==> config.mk <==
export PLATFORM = sky130hd
export DESIGN_NAME = pllcfg_regs
export DESIGN_NICKNAME = d
export VERILOG_FILES = /design/src/pllcfg_pkg.sv /design/src/pllcfg_lock_detector.sv /design/src/pllcfg_pump_ctrl.sv /design/src/pllcfg_regs.sv
export SDC_FILE = /design/constraint.sdc
export NUM_CORES = 1
export LEC_CHECK = 0
export BUFFER_PORTS_ARGS = -buffer_cell sky130_fd_sc_hd__buf_2
export CAP_MARGIN = 30
export CORE_MARGIN = 5
export CORE_UTILIZATION = 58
export CTS_BUF_LIST = sky130_fd_sc_hd__clkbuf_4
export CTS_CLUSTER_SIZE = 40
export DETAILED_ROUTE_END_ITERATION = 7
export GPL_TIMING_DRIVEN = 0
export PLACE_DENSITY = 0.82
export RECOVER_POWER = 50
export SLEW_MARGIN = 40
export SYNTH_ARGS = -nofsm -noshare
export SYNTH_HDL_FRONTEND = slang
export SYNTH_SLANG_ARGS = --single-unit
==> constraint.sdc <==
create_clock -name CLK -period 6.3 [get_ports CLK]
set_clock_uncertainty 0.1 [all_clocks]
set_input_delay 1.26 -clock CLK [delete_from_list [all_inputs] [get_ports CLK]]
set_output_delay 1.26 -clock CLK [all_outputs]
set_load 0.05 [all_outputs]
==> src/pllcfg_pkg.sv <==
// shared constants, field layouts and carrier types for the lock-detect and pump registers
package pllcfg_pkg;

    // register addresses on the serial load path
    localparam logic [5:0]  ADDR_LOCK_DETECT = 6'h07;
    localparam logic [5:0]  ADDR_ANALOG_EN   = 6'h08;
    localparam logic [5:0]  ADDR_PUMP        = 6'h09;

    // values after reset
    localparam logic [23:0] RST_LOCK_DETECT  = 24'h200844;
    localparam logic [23:0] RST_ANALOG_EN    = 24'h01bfff;
    localparam logic [23:0] RST_PUMP         = 24'h547264;

    // lock detect register fields
    localparam int          LOCK_WINCNT_LSB  = 0;
    localparam int          LOCK_ENABLE_BIT  = 11;
    localparam int          LOCK_TRAIN_BIT   = 20;
    localparam int          LOCK_SLIP_BIT    = 21;

    // analog enable register fields
    localparam int          AE_PORT_EN_BIT   = 5;
    localparam int          AE_BIAS_BIT      = 10;
    localparam int          AE_HIREF_BIT     = 21;
    localparam int          AE_LEVEL_BIT     = 22;

    // pump register fields
    localparam int          PUMP_DN_LSB      = 0;
    localparam int          PUMP_UP_LSB      = 7;
    localparam int          PUMP_OFS_LSB     = 14;
    localparam int          PUMP_OFS_UP_BIT  = 21;
    localparam int          PUMP_OFS_DN_BIT  = 22;
    localparam int          PUMP_HIGAIN_BIT  = 23;

    // pump current scaling, in microamps
    localparam logic [15:0] GAIN_STEP_UA     = 16'h0014;
    localparam logic [15:0] OFS_STEP_UA      = 16'h0005;
    localparam logic [15:0] SLIP_BOOST_UA    = 16'h1770;
    localparam logic [15:0] HIGAIN_BOOST_UA  = 16'h0bb8;

    // slip threshold, percent of comparison period
    localparam logic [6:0]  SLIP_PCT         = 7'h46;

    // consecutive in-window counts needed per selector code
    localparam logic [16:0] LOCK_COUNTS [8] = '{
        17'h00005, 17'h00020, 17'h00060, 17'h00100,
        17'h00200, 17'h00800, 17'h02000, 17'h0ffff
    };

    // lock detector settings
    typedef struct packed {
        logic [2:0] win_sel;
        logic       enable;
        logic       train;
    } pllcfg_lock_cfg_t;

    // pump settings
    typedef struct packed {
        logic [6:0] dn_code;
        logic [6:0] up_code;
        logic [6:0] ofs_code;
        logic       ofs_up_en;
        logic       ofs_dn_en;
        logic       high_gain_pump_mode;
        logic       cycle_slip_guard;
    } pllcfg_pump_cfg_t;

    // pump currents in microamps
    typedef struct packed {
        logic [15:0] up_ua;
        logic [15:0] dn_ua;
        logic [15:0] ofs_up_ua;
        logic [15:0] ofs_dn_ua;
    } pllcfg_pump_out_t;

endpackage : pllcfg_pkg

==> src/pllcfg_lock_detector.sv <==
// lock detector: consecutive in-window counter with retraining
`timescale 1ns/1ps
module pllcfg_lock_detector #(
    parameter int CNT_W = 17
) (
    // clock and reset
    input  wire logic                         clk,
    input  wire logic                         rst_b,
    // settings
    input  wire pllcfg_pkg::pllcfg_lock_cfg_t cfg,
    // divided oscillator samples
    input  wire logic                         sample_valid,
    input  wire logic                         sample_in_window,
    // status
    output logic                              locked,
    output logic                              training
);

    logic [CNT_W-1:0] count_q, count_d;
    logic             locked_q, locked_d;
    logic             train_prev_q, train_prev_d;
    logic             training_q, training_d;
    logic [CNT_W-1:0] target;

    assign target   = CNT_W'(pllcfg_pkg::LOCK_COUNTS[cfg.win_sel]);
    assign locked   = locked_q;
    assign training = training_q;

    always_comb begin
        count_d      = count_q;
        locked_d     = locked_q;
        training_d   = 1'b0;
        train_prev_d = cfg.train;
        if (cfg.train && !train_prev_q) begin
            count_d    = '0;
            locked_d   = 1'b0;
            training_d = 1'b1;
        end else if (!cfg.enable) begin
            count_d  = '0;
            locked_d = 1'b0;
        end else if (sample_valid) begin
            if (!sample_in_window) begin
                count_d  = '0;
                locked_d = 1'b0;
            end else if (count_q + CNT_W'(1) >= target) begin
                count_d  = target;
                locked_d = 1'b1;
            end else begin
                count_d = count_q + CNT_W'(1);
            end
        end
    end

    always_ff @(posedge clk or negedge rst_b) begin
        if (!rst_b) begin
            count_q      <= '0;
            locked_q     <= 1'b0;
            train_prev_q <= 1'b0;
            training_q   <= 1'b0;
        end else begin
            count_q      <= count_d;
            locked_q     <= locked_d;
            train_prev_q <= train_prev_d;
            training_q   <= training_d;
        end
    end

endmodule : pllcfg_lock_detector

==> src/pllcfg_pump_ctrl.sv <==
// charge pump current computation with cycle-slip boost
`timescale 1ns/1ps
module pllcfg_pump_ctrl (
    // clock and reset
    input  wire logic                         clk,
    input  wire logic                         rst_b,
    // settings
    input  wire pllcfg_pkg::pllcfg_pump_cfg_t cfg,
    // phase detector status
    input  wire logic                         cycle_start,
    input  wire logic [6:0]                   phase_err_pct,
    // currents
    output pllcfg_pkg::pllcfg_pump_out_t      cur,
    output logic                              slip_boost
);

    pllcfg_pkg::pllcfg_pump_out_t cur_q, cur_d;
    logic                         boost_q, boost_d;
    logic [15:0]                  extra;

    assign cur        = cur_q;
    assign slip_boost = boost_q;

    always_comb begin
        boost_d = boost_q;
        if (cycle_start) begin
            boost_d = 1'b0;
        end
        if (cfg.cycle_slip_guard && phase_err_pct > pllcfg_pkg::SLIP_PCT) begin
            boost_d = 1'b1;
        end
        if (!cfg.cycle_slip_guard) begin
            boost_d = 1'b0;
        end
        extra = 16'h0000;
        if (boost_q) begin
            extra = extra + pllcfg_pkg::SLIP_BOOST_UA;
        end
        if (cfg.high_gain_pump_mode) begin
            extra = extra + pllcfg_pkg::HIGAIN_BOOST_UA;
        end
        cur_d.dn_ua = 16'(16'(cfg.dn_code) * pllcfg_pkg::GAIN_STEP_UA) + extra;
        cur_d.up_ua = 16'(16'(cfg.up_code) * pllcfg_pkg::GAIN_STEP_UA) + extra;
        cur_d.ofs_up_ua = cfg.ofs_up_en ?
            16'(16'(cfg.ofs_code) * pllcfg_pkg::OFS_STEP_UA) : 16'h0000;
        cur_d.ofs_dn_ua = cfg.ofs_dn_en ?
            16'(16'(cfg.ofs_code) * pllcfg_pkg::OFS_STEP_UA) : 16'h0000;
    end

    always_ff @(posedge clk or negedge rst_b) begin
        if (!rst_b) begin
            cur_q   <= '0;
            boost_q <= 1'b0;
        end else begin
            cur_q   <= cur_d;
            boost_q <= boost_d;
        end
    end

endmodule : pllcfg_pump_ctrl

==> src/pllcfg_regs.sv <==
// lock detect, analog enable and charge pump configuration registers with their consumers
`timescale 1ns/1ps
module pllcfg_regs (
    // clock and reset
    input  wire logic        CLK,
    input  wire logic        RST_B,
    // serial load path
    input  wire logic        SERIAL_LOAD_STROBE,
    input  wire logic [5:0]  SHIFT_ADDR,
    input  wire logic [23:0] SHIFT_WORD,
    input  wire logic [5:0]  READ_ADDR,
    output logic      [23:0] READ_DATA,
    // device context
    input  wire logic        OUT_PORT_MODE,
    input  wire logic [2:0]  CHIP_ADDR,
    input  wire logic        EXT_OSC_SEL,
    input  wire logic        GENERAL_OUTPUT_PORT,
    input  wire logic        SERIAL_OUT_DATA,
    // lock detector samples
    input  wire logic        DIV_SAMPLE_VALID,
    input  wire logic        DIV_SAMPLE_IN_WINDOW,
    // phase detector status
    input  wire logic        PFD_CYCLE_START,
    input  wire logic [6:0]  PHASE_ERR_PCT,
    // lock or serial output pin
    output logic             LOCK_OR_SERIAL_OUT_PIN_O,
    output logic             LOCK_OR_SERIAL_OUT_PIN_OE_B,
    output logic             PIN_LEVEL_3V,
    // status and analog settings
    output logic             LOCKED,
    output logic             TRAINING,
    output logic             SLIP_BOOST,
    output logic             HIGH_FREQ_REF,
    output logic             OSC_BIAS_EN,
    output logic      [15:0] PUMP_UP_UA,
    output logic      [15:0] PUMP_DN_UA,
    output logic      [15:0] PUMP_OFS_UP_UA,
    output logic      [15:0] PUMP_OFS_DN_UA
);

    // reset release through two flops
    logic                         rst_meta_q;
    logic                         rst_sync_q;

    always_ff @(posedge CLK or negedge RST_B) begin
        if (!RST_B) begin
            rst_meta_q <= 1'b0;
            rst_sync_q <= 1'b0;
        end else begin
            rst_meta_q <= 1'b1;
            rst_sync_q <= rst_meta_q;
        end
    end

    // register state
    logic [23:0]                  lock_detect_config_q, lock_detect_config_d;
    logic [23:0]                  analog_enable_config_q, analog_enable_config_d;
    logic [23:0]                  pump_current_config_q, pump_current_config_d;
    logic                         strobe_prev_q, strobe_prev_d;
    logic                         load_edge;

    assign load_edge = SERIAL_LOAD_STROBE && !strobe_prev_q;

    always_comb begin
        lock_detect_config_d   = lock_detect_config_q;
        analog_enable_config_d = analog_enable_config_q;
        pump_current_config_d  = pump_current_config_q;
        strobe_prev_d          = SERIAL_LOAD_STROBE;
        if (load_edge) begin
            if (SHIFT_ADDR == pllcfg_pkg::ADDR_LOCK_DETECT) begin
                lock_detect_config_d = SHIFT_WORD;
            end else if (SHIFT_ADDR == pllcfg_pkg::ADDR_ANALOG_EN) begin
                analog_enable_config_d = SHIFT_WORD;
            end else if (SHIFT_ADDR == pllcfg_pkg::ADDR_PUMP) begin
                pump_current_config_d = SHIFT_WORD;
            end
        end
    end

    always_ff @(posedge CLK or negedge rst_sync_q) begin
        if (!rst_sync_q) begin
            lock_detect_config_q   <= pllcfg_pkg::RST_LOCK_DETECT;
            analog_enable_config_q <= pllcfg_pkg::RST_ANALOG_EN;
            pump_current_config_q  <= pllcfg_pkg::RST_PUMP;
            strobe_prev_q          <= 1'b0;
        end else begin
            lock_detect_config_q   <= lock_detect_config_d;
            analog_enable_config_q <= analog_enable_config_d;
            pump_current_config_q  <= pump_current_config_d;
            strobe_prev_q          <= strobe_prev_d;
        end
    end

    // field extraction
    pllcfg_pkg::pllcfg_lock_cfg_t lock_cfg;
    pllcfg_pkg::pllcfg_pump_cfg_t pump_cfg;
    pllcfg_pkg::pllcfg_pump_out_t pump_cur;
    logic                         det_locked;
    logic                         det_training;
    logic                         pump_boost;

    assign lock_cfg.win_sel  = lock_detect_config_q[pllcfg_pkg::LOCK_WINCNT_LSB +: 3];
    assign lock_cfg.enable   = lock_detect_config_q[pllcfg_pkg::LOCK_ENABLE_BIT];
    assign lock_cfg.train    = lock_detect_config_q[pllcfg_pkg::LOCK_TRAIN_BIT];

    assign pump_cfg.dn_code             = pump_current_config_q[pllcfg_pkg::PUMP_DN_LSB +: 7];
    assign pump_cfg.up_code             = pump_current_config_q[pllcfg_pkg::PUMP_UP_LSB +: 7];
    assign pump_cfg.ofs_code            = pump_current_config_q[pllcfg_pkg::PUMP_OFS_LSB +: 7];
    assign pump_cfg.ofs_up_en           = pump_current_config_q[pllcfg_pkg::PUMP_OFS_UP_BIT];
    assign pump_cfg.ofs_dn_en           = pump_current_config_q[pllcfg_pkg::PUMP_OFS_DN_BIT];
    assign pump_cfg.high_gain_pump_mode = pump_current_config_q[pllcfg_pkg::PUMP_HIGAIN_BIT];
    assign pump_cfg.cycle_slip_guard    = lock_detect_config_q[pllcfg_pkg::LOCK_SLIP_BIT];

    pllcfg_lock_detector #(
        .CNT_W            (17)
    ) u_lock_detector (
        .clk              (CLK),
        .rst_b            (rst_sync_q),
        .cfg              (lock_cfg),
        .sample_valid     (DIV_SAMPLE_VALID),
        .sample_in_window (DIV_SAMPLE_IN_WINDOW),
        .locked           (det_locked),
        .training         (det_training)
    );

    pllcfg_pump_ctrl u_pump_ctrl (
        .clk           (CLK),
        .rst_b         (rst_sync_q),
        .cfg           (pump_cfg),
        .cycle_start   (PFD_CYCLE_START),
        .phase_err_pct (PHASE_ERR_PCT),
        .cur           (pump_cur),
        .slip_boost    (pump_boost)
    );

    // output stage: pin control, readback and settings
    logic                         pin_o_q, pin_o_d;
    logic                         pin_oe_b_q, pin_oe_b_d;
    logic                         level_q, level_d;
    logic [23:0]                  read_q, read_d;
    logic                         hiref_q, hiref_d;
    logic                         bias_q, bias_d;
    logic                         port_en;

    assign port_en = analog_enable_config_q[pllcfg_pkg::AE_PORT_EN_BIT];

    always_comb begin
        pin_o_d    = 1'b0;
        pin_oe_b_d = 1'b1;
        if (port_en && OUT_PORT_MODE) begin
            pin_oe_b_d = 1'b0;
            pin_o_d    = GENERAL_OUTPUT_PORT;
        end else if (port_en && CHIP_ADDR == 3'h0) begin
            // shared bus only at address zero
            pin_oe_b_d = 1'b0;
            pin_o_d    = SERIAL_OUT_DATA;
        end
        level_d = analog_enable_config_q[pllcfg_pkg::AE_LEVEL_BIT];
        // flag passed through as set by host
        hiref_d = analog_enable_config_q[pllcfg_pkg::AE_HIREF_BIT];
        bias_d  = analog_enable_config_q[pllcfg_pkg::AE_BIAS_BIT] && EXT_OSC_SEL;
        // unmapped addresses read as zero
        if (READ_ADDR == pllcfg_pkg::ADDR_LOCK_DETECT) begin
            read_d = lock_detect_config_q;
        end else if (READ_ADDR == pllcfg_pkg::ADDR_ANALOG_EN) begin
            read_d = analog_enable_config_q;
        end else if (READ_ADDR == pllcfg_pkg::ADDR_PUMP) begin
            read_d = pump_current_config_q;
        end else begin
            read_d = 24'h000000;
        end
    end

    always_ff @(posedge CLK or negedge rst_sync_q) begin
        if (!rst_sync_q) begin
            pin_o_q    <= 1'b0;
            pin_oe_b_q <= 1'b1;
            level_q    <= 1'b0;
            read_q     <= 24'h000000;
            hiref_q    <= 1'b0;
            bias_q     <= 1'b0;
        end else begin
            pin_o_q    <= pin_o_d;
            pin_oe_b_q <= pin_oe_b_d;
            level_q    <= level_d;
            read_q     <= read_d;
            hiref_q    <= hiref_d;
            bias_q     <= bias_d;
        end
    end

    assign LOCK_OR_SERIAL_OUT_PIN_O    = pin_o_q;
    assign LOCK_OR_SERIAL_OUT_PIN_OE_B = pin_oe_b_q;
    assign PIN_LEVEL_3V                = level_q;
    assign READ_DATA                   = read_q;
    assign HIGH_FREQ_REF               = hiref_q;
    assign OSC_BIAS_EN                 = bias_q;
    // submodule outputs are flops already
    assign LOCKED                      = det_locked;
    assign TRAINING                    = det_training;
    assign SLIP_BOOST                  = pump_boost;
    assign PUMP_UP_UA                  = pump_cur.up_ua;
    assign PUMP_DN_UA                  = pump_cur.dn_ua;
    assign PUMP_OFS_UP_UA              = pump_cur.ofs_up_ua;
    assign PUMP_OFS_DN_UA              = pump_cur.ofs_dn_ua;

endmodule : pllcfg_regs

Word level (Yosys, flattened, before mapping)
Memories as Yosys holds them, arrays and structs flattened.
Cells that the tools add are included.

cells by class
  multiplexer cells = 27
  reductions and logical operators = 13
  equal/unequal tests = 9
  add/subtract/negate cells = 4
  bitwise gates (word level) = 3
  multipliers = 3
  magnitude comparators = 3

operator list
  cell                                                                    number
  17-bit 2-to-1 mux                                                       7
  24-bit 2-to-1 mux                                                       3
  12-bit by 16-bit adder with 16-bit output                               2
  7-bit by 3-bit multiplier with 10-bit output (second input constant)    3
  6-bit by 4-bit equality test with 1-bit output (second input constant)  4
  10-bit 2-to-1 mux                                                       2
  17-bit by 1-bit adder with 17-bit output (second input constant)        1
  17-bit greater-or-equal comparator                                      1
  16-bit 2-to-1 mux                                                       1
  13-bit by 12-bit adder with 14-bit output (second input constant)       1
  1-bit 2-to-1 mux                                                        13
  13-bit 2-to-1 mux                                                       1
  6-bit by 3-bit equality test with 1-bit output (second input constant)  2
  7-bit greater-than comparator (second input constant)                   1
  1-bit logical AND                                                       6
  3-bit by 2-bit != test with 1-bit output (second input constant)        2
  4-bit greater-or-equal comparator (second input constant)               1
  4-bit by 2-bit != test with 1-bit output (second input constant)        1
  3-bit NOT with 4-bit output                                             1
  2-bit AND reduction                                                     2
  4-bit AND reduction                                                     1
  3-bit zero test                                                         1
  3-bit AND reduction                                                     1
  1-bit zero test                                                         2
  1-bit NOT                                                               2

storage, ports and cells
  memories = 1
  flip-flop bits (word level) = 189
  logic and storage cells = 84
  memory bits (read-only) = 136
  output and inout bits = 96

memory list
  memory            words  width  rd ports  clocked after Yosys merged registers in  write ports  line                        source
  (name not given)  8      17     1         0                                        0            pllcfg_lock_detector.sv:25  assign target = CNT_W'(pllcfg_pkg::LOCK_COUNTS[cfg.win_sel]);

Longest topological paths before layout
Gate-level depths: netlist of the first run.

  depth in word-level cells = 10
  gate-level depth with buffers = 14
  mapped depth without buffers = 14

By module
From an unflattened synthesis of the first run, not the netlist that was laid out.

unflattened totals
  cell total of the unflattened synthesis = 763
  area total of the unflattened synthesis = 9018.6 um^2

modules (own cells, without submodules)
  module                area each (um^2)  cells an instance  times used
  pllcfg_regs           4156.5            256                1
  pllcfg_pump_ctrl      3139.3            299                1
  pllcfg_lock_detector  1722.9            208                1

Worst setup path after synthesis of the first run
No wires, ideal clock.

  path type = reg2reg
  from = register u_lock_detector.count_q[0]
  to = register u_lock_detector.count_q[13]
  path slack = 3.183 ns
  stages on the path, launching flop included = 13
  library setup time = 0.126 ns
  path buffers = 0
  data arrival time = 2.891 ns
  cells stage by stage = dfrtp_1 ha_1 and3_1 nand3_1 nor2_1 xor2_1 ha_1 and3_4 nand4_4 or3_4 a31o_1 and4_1 a221o_1

on the way
  word-level cells in the longest chain between the ends = 7

ends and longest elaborated chain
  element                                     line                                                    source
  start, declared                             pllcfg_lock_detector.sv:19                              logic [CNT_W-1:0] count_q, count_d;
  start signal, assigned                      pllcfg_lock_detector.sv:61                              count_q <= count_d;
  17-bit by 1-bit adder with 17-bit output *  pllcfg_lock_detector.sv:45, pllcfg_lock_detector.sv:49
  17-bit greater-or-equal comparator          pllcfg_lock_detector.sv:45                              end else if (count_q + CNT_W'(1) >= target) begin
  17-bit 2-to-1 mux *                         pllcfg_lock_detector.sv:45
  17-bit 2-to-1 mux *                         pllcfg_lock_detector.sv:42                              if (!sample_in_window) begin
  17-bit 2-to-1 mux *                         pllcfg_lock_detector.sv:41                              end else if (sample_valid) begin
  17-bit 2-to-1 mux *                         pllcfg_lock_detector.sv:38                              end else if (!cfg.enable) begin
  17-bit 2-to-1 mux *                         pllcfg_lock_detector.sv:34                              if (cfg.train && !train_prev_q) begin

Every way passes the cells marked *; elsewhere a longest branch is shown, timed or not. The select of a mux whose other input is x is not followed.
A chain may end at the register's enable or synchronous reset.

==> key figures, run 1 <==
Logic synthesis
  • Synth area leader: dfrtp_1
  • Cell variety after synth: 52
  • Synth top area cells: dfrtp_1 40%, ha_1 10%, dfstp_2 9.2%
  • Yosys top cell area share: 39.7%
  • Synthesized cell area: 8820 um2
  • Post-synth EDFFs: 0
  • Sequential area share after synthesis: 49.0%
  • Synth Area per Inst: 11.5 um2
  • Ys flop type: dfrtp_1
  • Yosys warns: 0
  • Async SR Flop Fraction: 100%
  • Synth Instances: 769
  • Flip-flop and latch count after synthesis: 171

Global routing
  • Initial antenna violation count: 4
  • First-pass GRT wire length: 31.7 mm
  • Grt ovf: 0
  • Total track usage: 22.5%
  • Pin count of the biggest net entering global routing: 44
  • Vias in the first global route: 6251

Placed design
  • Placed insts: 1110
  • Routability cong.: 0.919
  • Placement Setup Slack: 2.73 ns
  • Post-DP Area: 9870 um2
  • Port buffer count: 132
  • HPWL Detailed: 14.7 mm

Timing
  • Final setup fails: 0
  • Worst setup margin: 2.19 ns
  • RSZ-0062 raised after global routing: false
  • Final hold vios: 0
  • Min Tclk post-route: 4.11 ns
  • Max_slew headroom: -45.1%
  • Post-route setup TNS: 0 ns
  • Max-slew violation count: 115
  • Worst-margin pin slew: 2.18 ns
  • Max frequency: 243 MHz
  • Tcrit/Tclk final: 65.3%

Route
  • Initial drt markers: 425
  • Final wirelength: 19.3 mm
  • Final ANT Viol Nets: 0
  • DR WL/cell: 16.9 um
  • Drt pass-1 iters: 5
  • Via count: 6289
  • Vias per inst: 5.50
  • DRC: 0

CTS
  • Clk sinks: 171
  • H-tree Lvls: 4
  • Worst-Skew Late Latency: 0.58 ns
  • Max Buffers Root-to-Sink: 2
  • Number of CTS-inserted buffers: 17
  • Cts hold-fix bufs: 0
  • Root Driver: clkbuf_4
  • TritonCTS clock tree: done
  • Post-cts resize count: 0
  • Post CTS Setup Buffer Count: 0
  • Clock Pin Slew Worst Setup and Hold Paths: 0.14 ns

Setup path
  • Critical-path cell list: clkbuf_1 > clkbuf_1
  • CP Capture Type: asynchronous set/reset pin
  • Worst Reg-to-Reg Cells: 2
  • Startpoint Class: flip-flop
  • Setup crit start: rst_sync_q
  • Reg-to-reg startpoint: rst_sync_q
  • Required @ worst endpoint: 6.48 ns
  • Most frequent CP cell: clkbuf_1
  • CP Max Fanout: 42
  • Worst Path Class, Setup: flip-flop to asynchronous set/reset pin
  • CP arrival: 4.29 ns
  • CP max stage cell: clkbuf_1
  • CP peak stage delay: 1.63 ns

Power
  • Worst-case vdd ir drop: 158 uV
  • Total Power: 2370 uW
  • Power Density: 235 nW/um2
  • LEAKAGE: 0.00529 uW

Outcome
  • Status: complete, but fails checks
  • Failing checks: max-capacitance violations, max-slew violations

Layout
  • Multi-input logic area: 4190 um2
  • NumNets Final: 1074
  • Share of cells above drive strength 1: 31.6%
  • Fillcell total: 1173
  • Fin cells: 1144
  • Reg area: 4320 um2
  • Most frequent cells in the layout: 140 x dfrtp_1, 135 x buf_2, 72 x mux2_2, 72 x ha_1, 65 x nand2_1
  • Area grow syn2layout: 14.3%
  • Most common cell after layout, fill and taps aside: dfrtp_1
  • Finished layout cell area: 10100 um2

Die
  • Die height: 133 um
  • Core Region: 15000 um2
  • I/O Pins: 152
  • Row count: 45
  • Die X: 133 um
  • Starting density of the core: 58.7%
  • Die ar.: 17800 um2

Job
  • Max Cap Violations: 3

Worst hold path
  • Hold WC Path Type: flip-flop to asynchronous set/reset pin
[cell usage after synthesis (all sizes together) (23+ instances only)]
master / n
a21oi: 23
buf: 29
dfrtp: 140
dfstp: 31
ha: 72
inv: 36
mux2: 72
mux2i: 27
nand2: 65
nand3: 24
nor2: 32
o21ai: 37
xnor2: 35
[final timing paths]
path | end | slack (ns)
setup / recovery | pump_current_config_q[3] | 2.19
hold / removal | READ_DATA[10] | 0.18
setup reg to reg | pump_current_config_q[3] | 2.19
hold reg to reg | READ_DATA[10] | 0.18
max in group CLK | u_lock_detector.count_q[8] | 2.61
min in group CLK | rst_sync_q | 0.27
[through the flow]
step                      utilization, %  hold slack (ns)
after floorplan                        -            0.231
after global placement              65.1            0.236
after detailed placement            65.7            0.105
after CTS                           67.5            0.116
after global routing                67.1            0.248
final                               67.1            0.175
[cells by family after synthesis]
| family | share of synthesized area [%] |
|---|---|
| AO/OA/AOI/OAI | 7.60 |
| multiplexers | 12.3 |
| buffers and inverters | 4.27 |
| adder cells (fa/ha/maj) | 11.3 |
| AND/OR/NAND/NOR | 11.0 |
| XOR/XNOR | 4.47 |
| other | 0.0852 |
| flip-flops | 49.0 |
[routing by layer]
| metal | share of wire [%] | track usage (%) | wire (um) |
|---|---|---|---|
| met5 | 0.11 | 0 | 21 |
| met4 | 1.8 | 7.94 | 353 |
| met3 | 5.9 | 5.29 | 1140 |
| met2 | 48 | 36.3 | 9370 |
| met1 | 44 | 30.1 | 8460 |
[worst max-delay path: cells and delay by family (launching register included)]
family                 cells  cell delay, ns
flip-flops                 1            0.78
buffers and inverters      2            2.88
[flip-flops by register name, indices dropped and copies added (netlist names), 17 cells and up]
| signal | count |
|---|---|
| lock_detect_config_q | 24 |
| pump_current_config_q | 24 |
| READ_DATA | 24 |
| analog_enable_config_q | 24 |
| u_lock_detector.count_q | 17 |
| u_pump_ctrl.cur | 46 |
[layout make-up]
| class | instances | area share (%) |
|---|---|---|
| diodes | 2 | 0.0496 |
| plain buffers | 43 | 2.39 |
| clock buffers | 18 | 1.34 |
| clock inverters | 14 | 1.34 |
| inverters | 36 | 1.34 |
| multi-input cells | 536 | 41.6 |
| flip-flops and latches | 171 | 42.8 |
| well taps | 188 | 2.33 |
| repair buffers | 136 | 6.82 |
[where the power goes]
group	internal, uW	switching (uW)	total (uW)
logic	174	353	527
clock network	209	406	615
registers	1190	45.4	1230
Power figures use the tool's default switching activity.
==> inputs of run 2 (changes only) <==
==> constraint.sdc (replaced) <==
create_clock -name CLK -period 3.8 [get_ports CLK]
set_clock_uncertainty 0.1 [all_clocks]
set_input_delay 0.76 -clock CLK [delete_from_list [all_inputs] [get_ports CLK]]
set_output_delay 0.76 -clock CLK [all_outputs]
set_load 0.05 [all_outputs]
==> key figures, run 2 (synthesis results as in run 1) <==
Outcome
  • Status: complete, but fails checks
  • Failing checks: max-capacitance violations, max-slew violations

Layout
  • Max reg flops: 46 (unchanged)
  • Most common cell after layout, fill and taps aside: dfrtp_1
  • Most frequent cells in the layout: 139 x dfrtp_1, 137 x buf_2, 72 x mux2_2, 72 x ha_1, 65 x nand2_1
  • NumNets Final: 1075 (+0.093%)
  • Area grow syn2layout: 15.1%
  • Fin cells: 1144 (unchanged)
  • Finished layout cell area: 10200 um2 (+0.67%)
  • Share of cells above drive strength 1: 31.9% (+0.39 points)

Timing
  • Worst-margin pin slew: 1.62 ns (-0.554 ns)
  • Final hold vios: 0 (unchanged)
  • RSZ-0062 raised after global routing: false
  • Final setup fails: 0 (unchanged)
  • Tcrit/Tclk final: 93.1% (+28 points)
  • Final hold slack: 0.224 ns (+0.0487 ns)
  • Max_slew headroom: -8.12% (+37 points)
  • Min Tclk post-route: 3.54 ns (-0.572 ns)
  • Max-slew violation count: 30 (-74%)
  • Max frequency: 283 MHz (+16%)

Global routing
  • Initial antenna violation count: 2 (-2)
  • Vias in the first global route: 6477 (+3.6%)
  • Grt ovf: 0 (unchanged)
  • Pin count of the biggest net entering global routing: 45 (+2.3%)
  • Total track usage: 22.6% (+0.083 points)
  • First-pass GRT wire length: 32.1 mm (+1.2%)

Placed design
  • HPWL Detailed: 14.8 mm (+1.2%)
  • Placed insts: 1110 (unchanged)
  • Post-DP Area: 9870 um2 (unchanged)
  • Port buffer count: 132 (unchanged)
  • Routability cong.: 0.941 (+2.4%)

Die
  • Row count: 45 (unchanged)
  • I/O Pins: 152 (unchanged)
  • Die X: 133 um (unchanged)
  • Die height: 133 um (unchanged)
  • Starting density of the core: 58.7% (unchanged)
  • Core Region: 15000 um2 (unchanged)
  • Die ar.: 17800 um2 (unchanged)

Power
  • Net Sw Frac: 33.3% (-0.60 points)
  • LEAKAGE: 0.00533 uW (+0.76%)
  • Clock share of power: 27.0% (+1.1 points)
  • Power Density: 395 nW/um2 (+68%)
  • Switching Power: 1340 uW (+66%)
  • P_int: 2670 uW (+70%)
  • Flop pwr share: 51.0% (-0.9 points)
  • Gate power share: 22.0% (-0.2 points)
  • Worst-case vdd ir drop: 333 uV (+110%)

Setup path
  • CP Capture Type: flip-flop
  • CP Max Fanout: 10 (-76%)
  • Worst path top cell family by delay: simple AND/OR/NAND/NOR gates
  • CP peak stage delay: 0.45 ns (-1.18 ns)
  • Startpoint Class: flip-flop
  • Required @ worst endpoint: 4.13 ns (-2.35 ns)
  • Worst Reg-to-Reg Cells: 13 (+11)
  • Reg2Reg Setup Slack: 0.26 ns (-1.93 ns)
  • CP max stage cell: dfrtp_2
  • CP arrival: 3.87 ns (-0.42 ns)
  • Critical path buffer and inverter count: 1 (-1)
  • Critical-path cell list: ha_1 > and3_1 > nand3_1 > nor2_1 > xor2_1 > ha_1 > and3_4 > nand4_4 > or3_4 > a31o_1 > buf_2 > a32oi_1 > nand3_1
  • Worst r2r dst: u_lock_detector.count_q[5]
  • Worst Path Class, Setup: flip-flop to flip-flop
  • Reg-to-reg startpoint: u_lock_detector.count_q[0]

Route
  • Initial drt markers: 393 (-7.5%)
  • Via count: 6337 (+0.76%)
  • DR WL/cell: 17.2 um (+1.5%)
  • Drt pass-1 iters: 7 (+2)
  • Final wirelength: 19.6 mm (+1.5%)
  • Vias per inst: 5.54 (+0.76%)
  • Final ANT Viol Nets: 0 (unchanged)
  • DRC: 0 (unchanged)

Worst hold path
  • Hold WC Path Type: input pin to flip-flop
  • Worst Min Path Start: SERIAL_LOAD_STROBE
  • Hold Path End: strobe_prev_q
  • Worst Hold Depth: 1

CTS
  • Max Buffers Root-to-Sink: 2 (unchanged)
  • Clock Pin Slew Worst Setup and Hold Paths: 0.14 ns (about the same)
  • Clk sinks: 171 (unchanged)
  • H-tree Lvls: 4 (unchanged)
  • Worst-Skew Late Latency: 0.55 ns (-0.03 ns)
  • Root Driver: clkbuf_4
  • Number of CTS-inserted buffers: 17 (unchanged)
  • TritonCTS clock tree: done

Job
  • Max Cap Violations: 1 (-2)
[run 2: cell types whose count changed in the layout (fill, tap and decap cells not counted), sizes merged]
cell	delta
clkinv	-1
buf	+4
diode	-1
dlygate4sd3	+1
clkbuf	-4
bufinv	+1
[run 2: worst max path at each step]
stage | depth (start not counted) | to | slack [ns] | from
after detailed placement | 13 | u_lock_detector.count_q[5] | 0.30 | u_lock_detector.count_q[0]
final | 13 | u_lock_detector.count_q[5] | 0.26 | u_lock_detector.count_q[0]
after global placement | 0 | u_lock_detector.count_q[4] | -0.04 | rst_sync_q
after CTS | 13 | u_lock_detector.count_q[5] | 0.24 | u_lock_detector.count_q[0]
after global routing | 13 | u_lock_detector.count_q[5] | 0.06 | u_lock_detector.count_q[0]
after floorplan | 12 | u_lock_detector.count_q[13] | 0.68 | u_lock_detector.count_q[0]
[run 2: what timing repair did]
item / CTS / global route
endpoints found under the setup margin: 0 / 1
resized for setup: 0 / 1
buffers inserted: 0 / 0
hold buffers: 1 / 0
hold endpoints to repair: 2 / 0
[run 2: through the flow]
stage	TNS [ns]	worst slack (ns)	total power [uW]	utilization [%]
2_1_floorplan	0	0.683	2720	-
3_3_place_gp	-4.05	-0.0447	2920	65.1
3_5_place_dp	0	0.299	2960	65.7
4_1_cts	0	0.242	4030	67.7
5_1_grt	0	0.0619	4200	67.5
6_report	0	0.260	4010	67.5
[run 2: final cells by class]
cell class | instances | area (um2)
Fill cell | 1140 | 4880
Sequential cell | 171 | 4320
Multi-Input combinational cell | 536 | 4190
Timing Repair Buffer | 137 | 733
Buffer | 43 | 241
Tap cell | 188 | 235
Clock inverter | 14 | 159
Clock buffer | 18 | 135
Inverter | 36 | 135
Antenna cell | 1 | 2.50
[run 2: metal layers]
| layer | global-route usage, % | part of all wire [%] |
|---|---|---|
| met5 | 0 | 0.036 |
| met4 | 8.23 | 2.3 |
| met3 | 4.68 | 4.8 |
| met2 | 36.9 | 49 |
| met1 | 30.0 | 44 |
[run 2: power by group through the flow]
stage	Clock, uW	Sequential, uW	Combinational (uW)
finish	1080	2040	882
global placement	0	2100	818
CTS	1100	2050	888
detailed placement	0	2080	882
floorplan	0	2300	422
global route	1180	2060	956
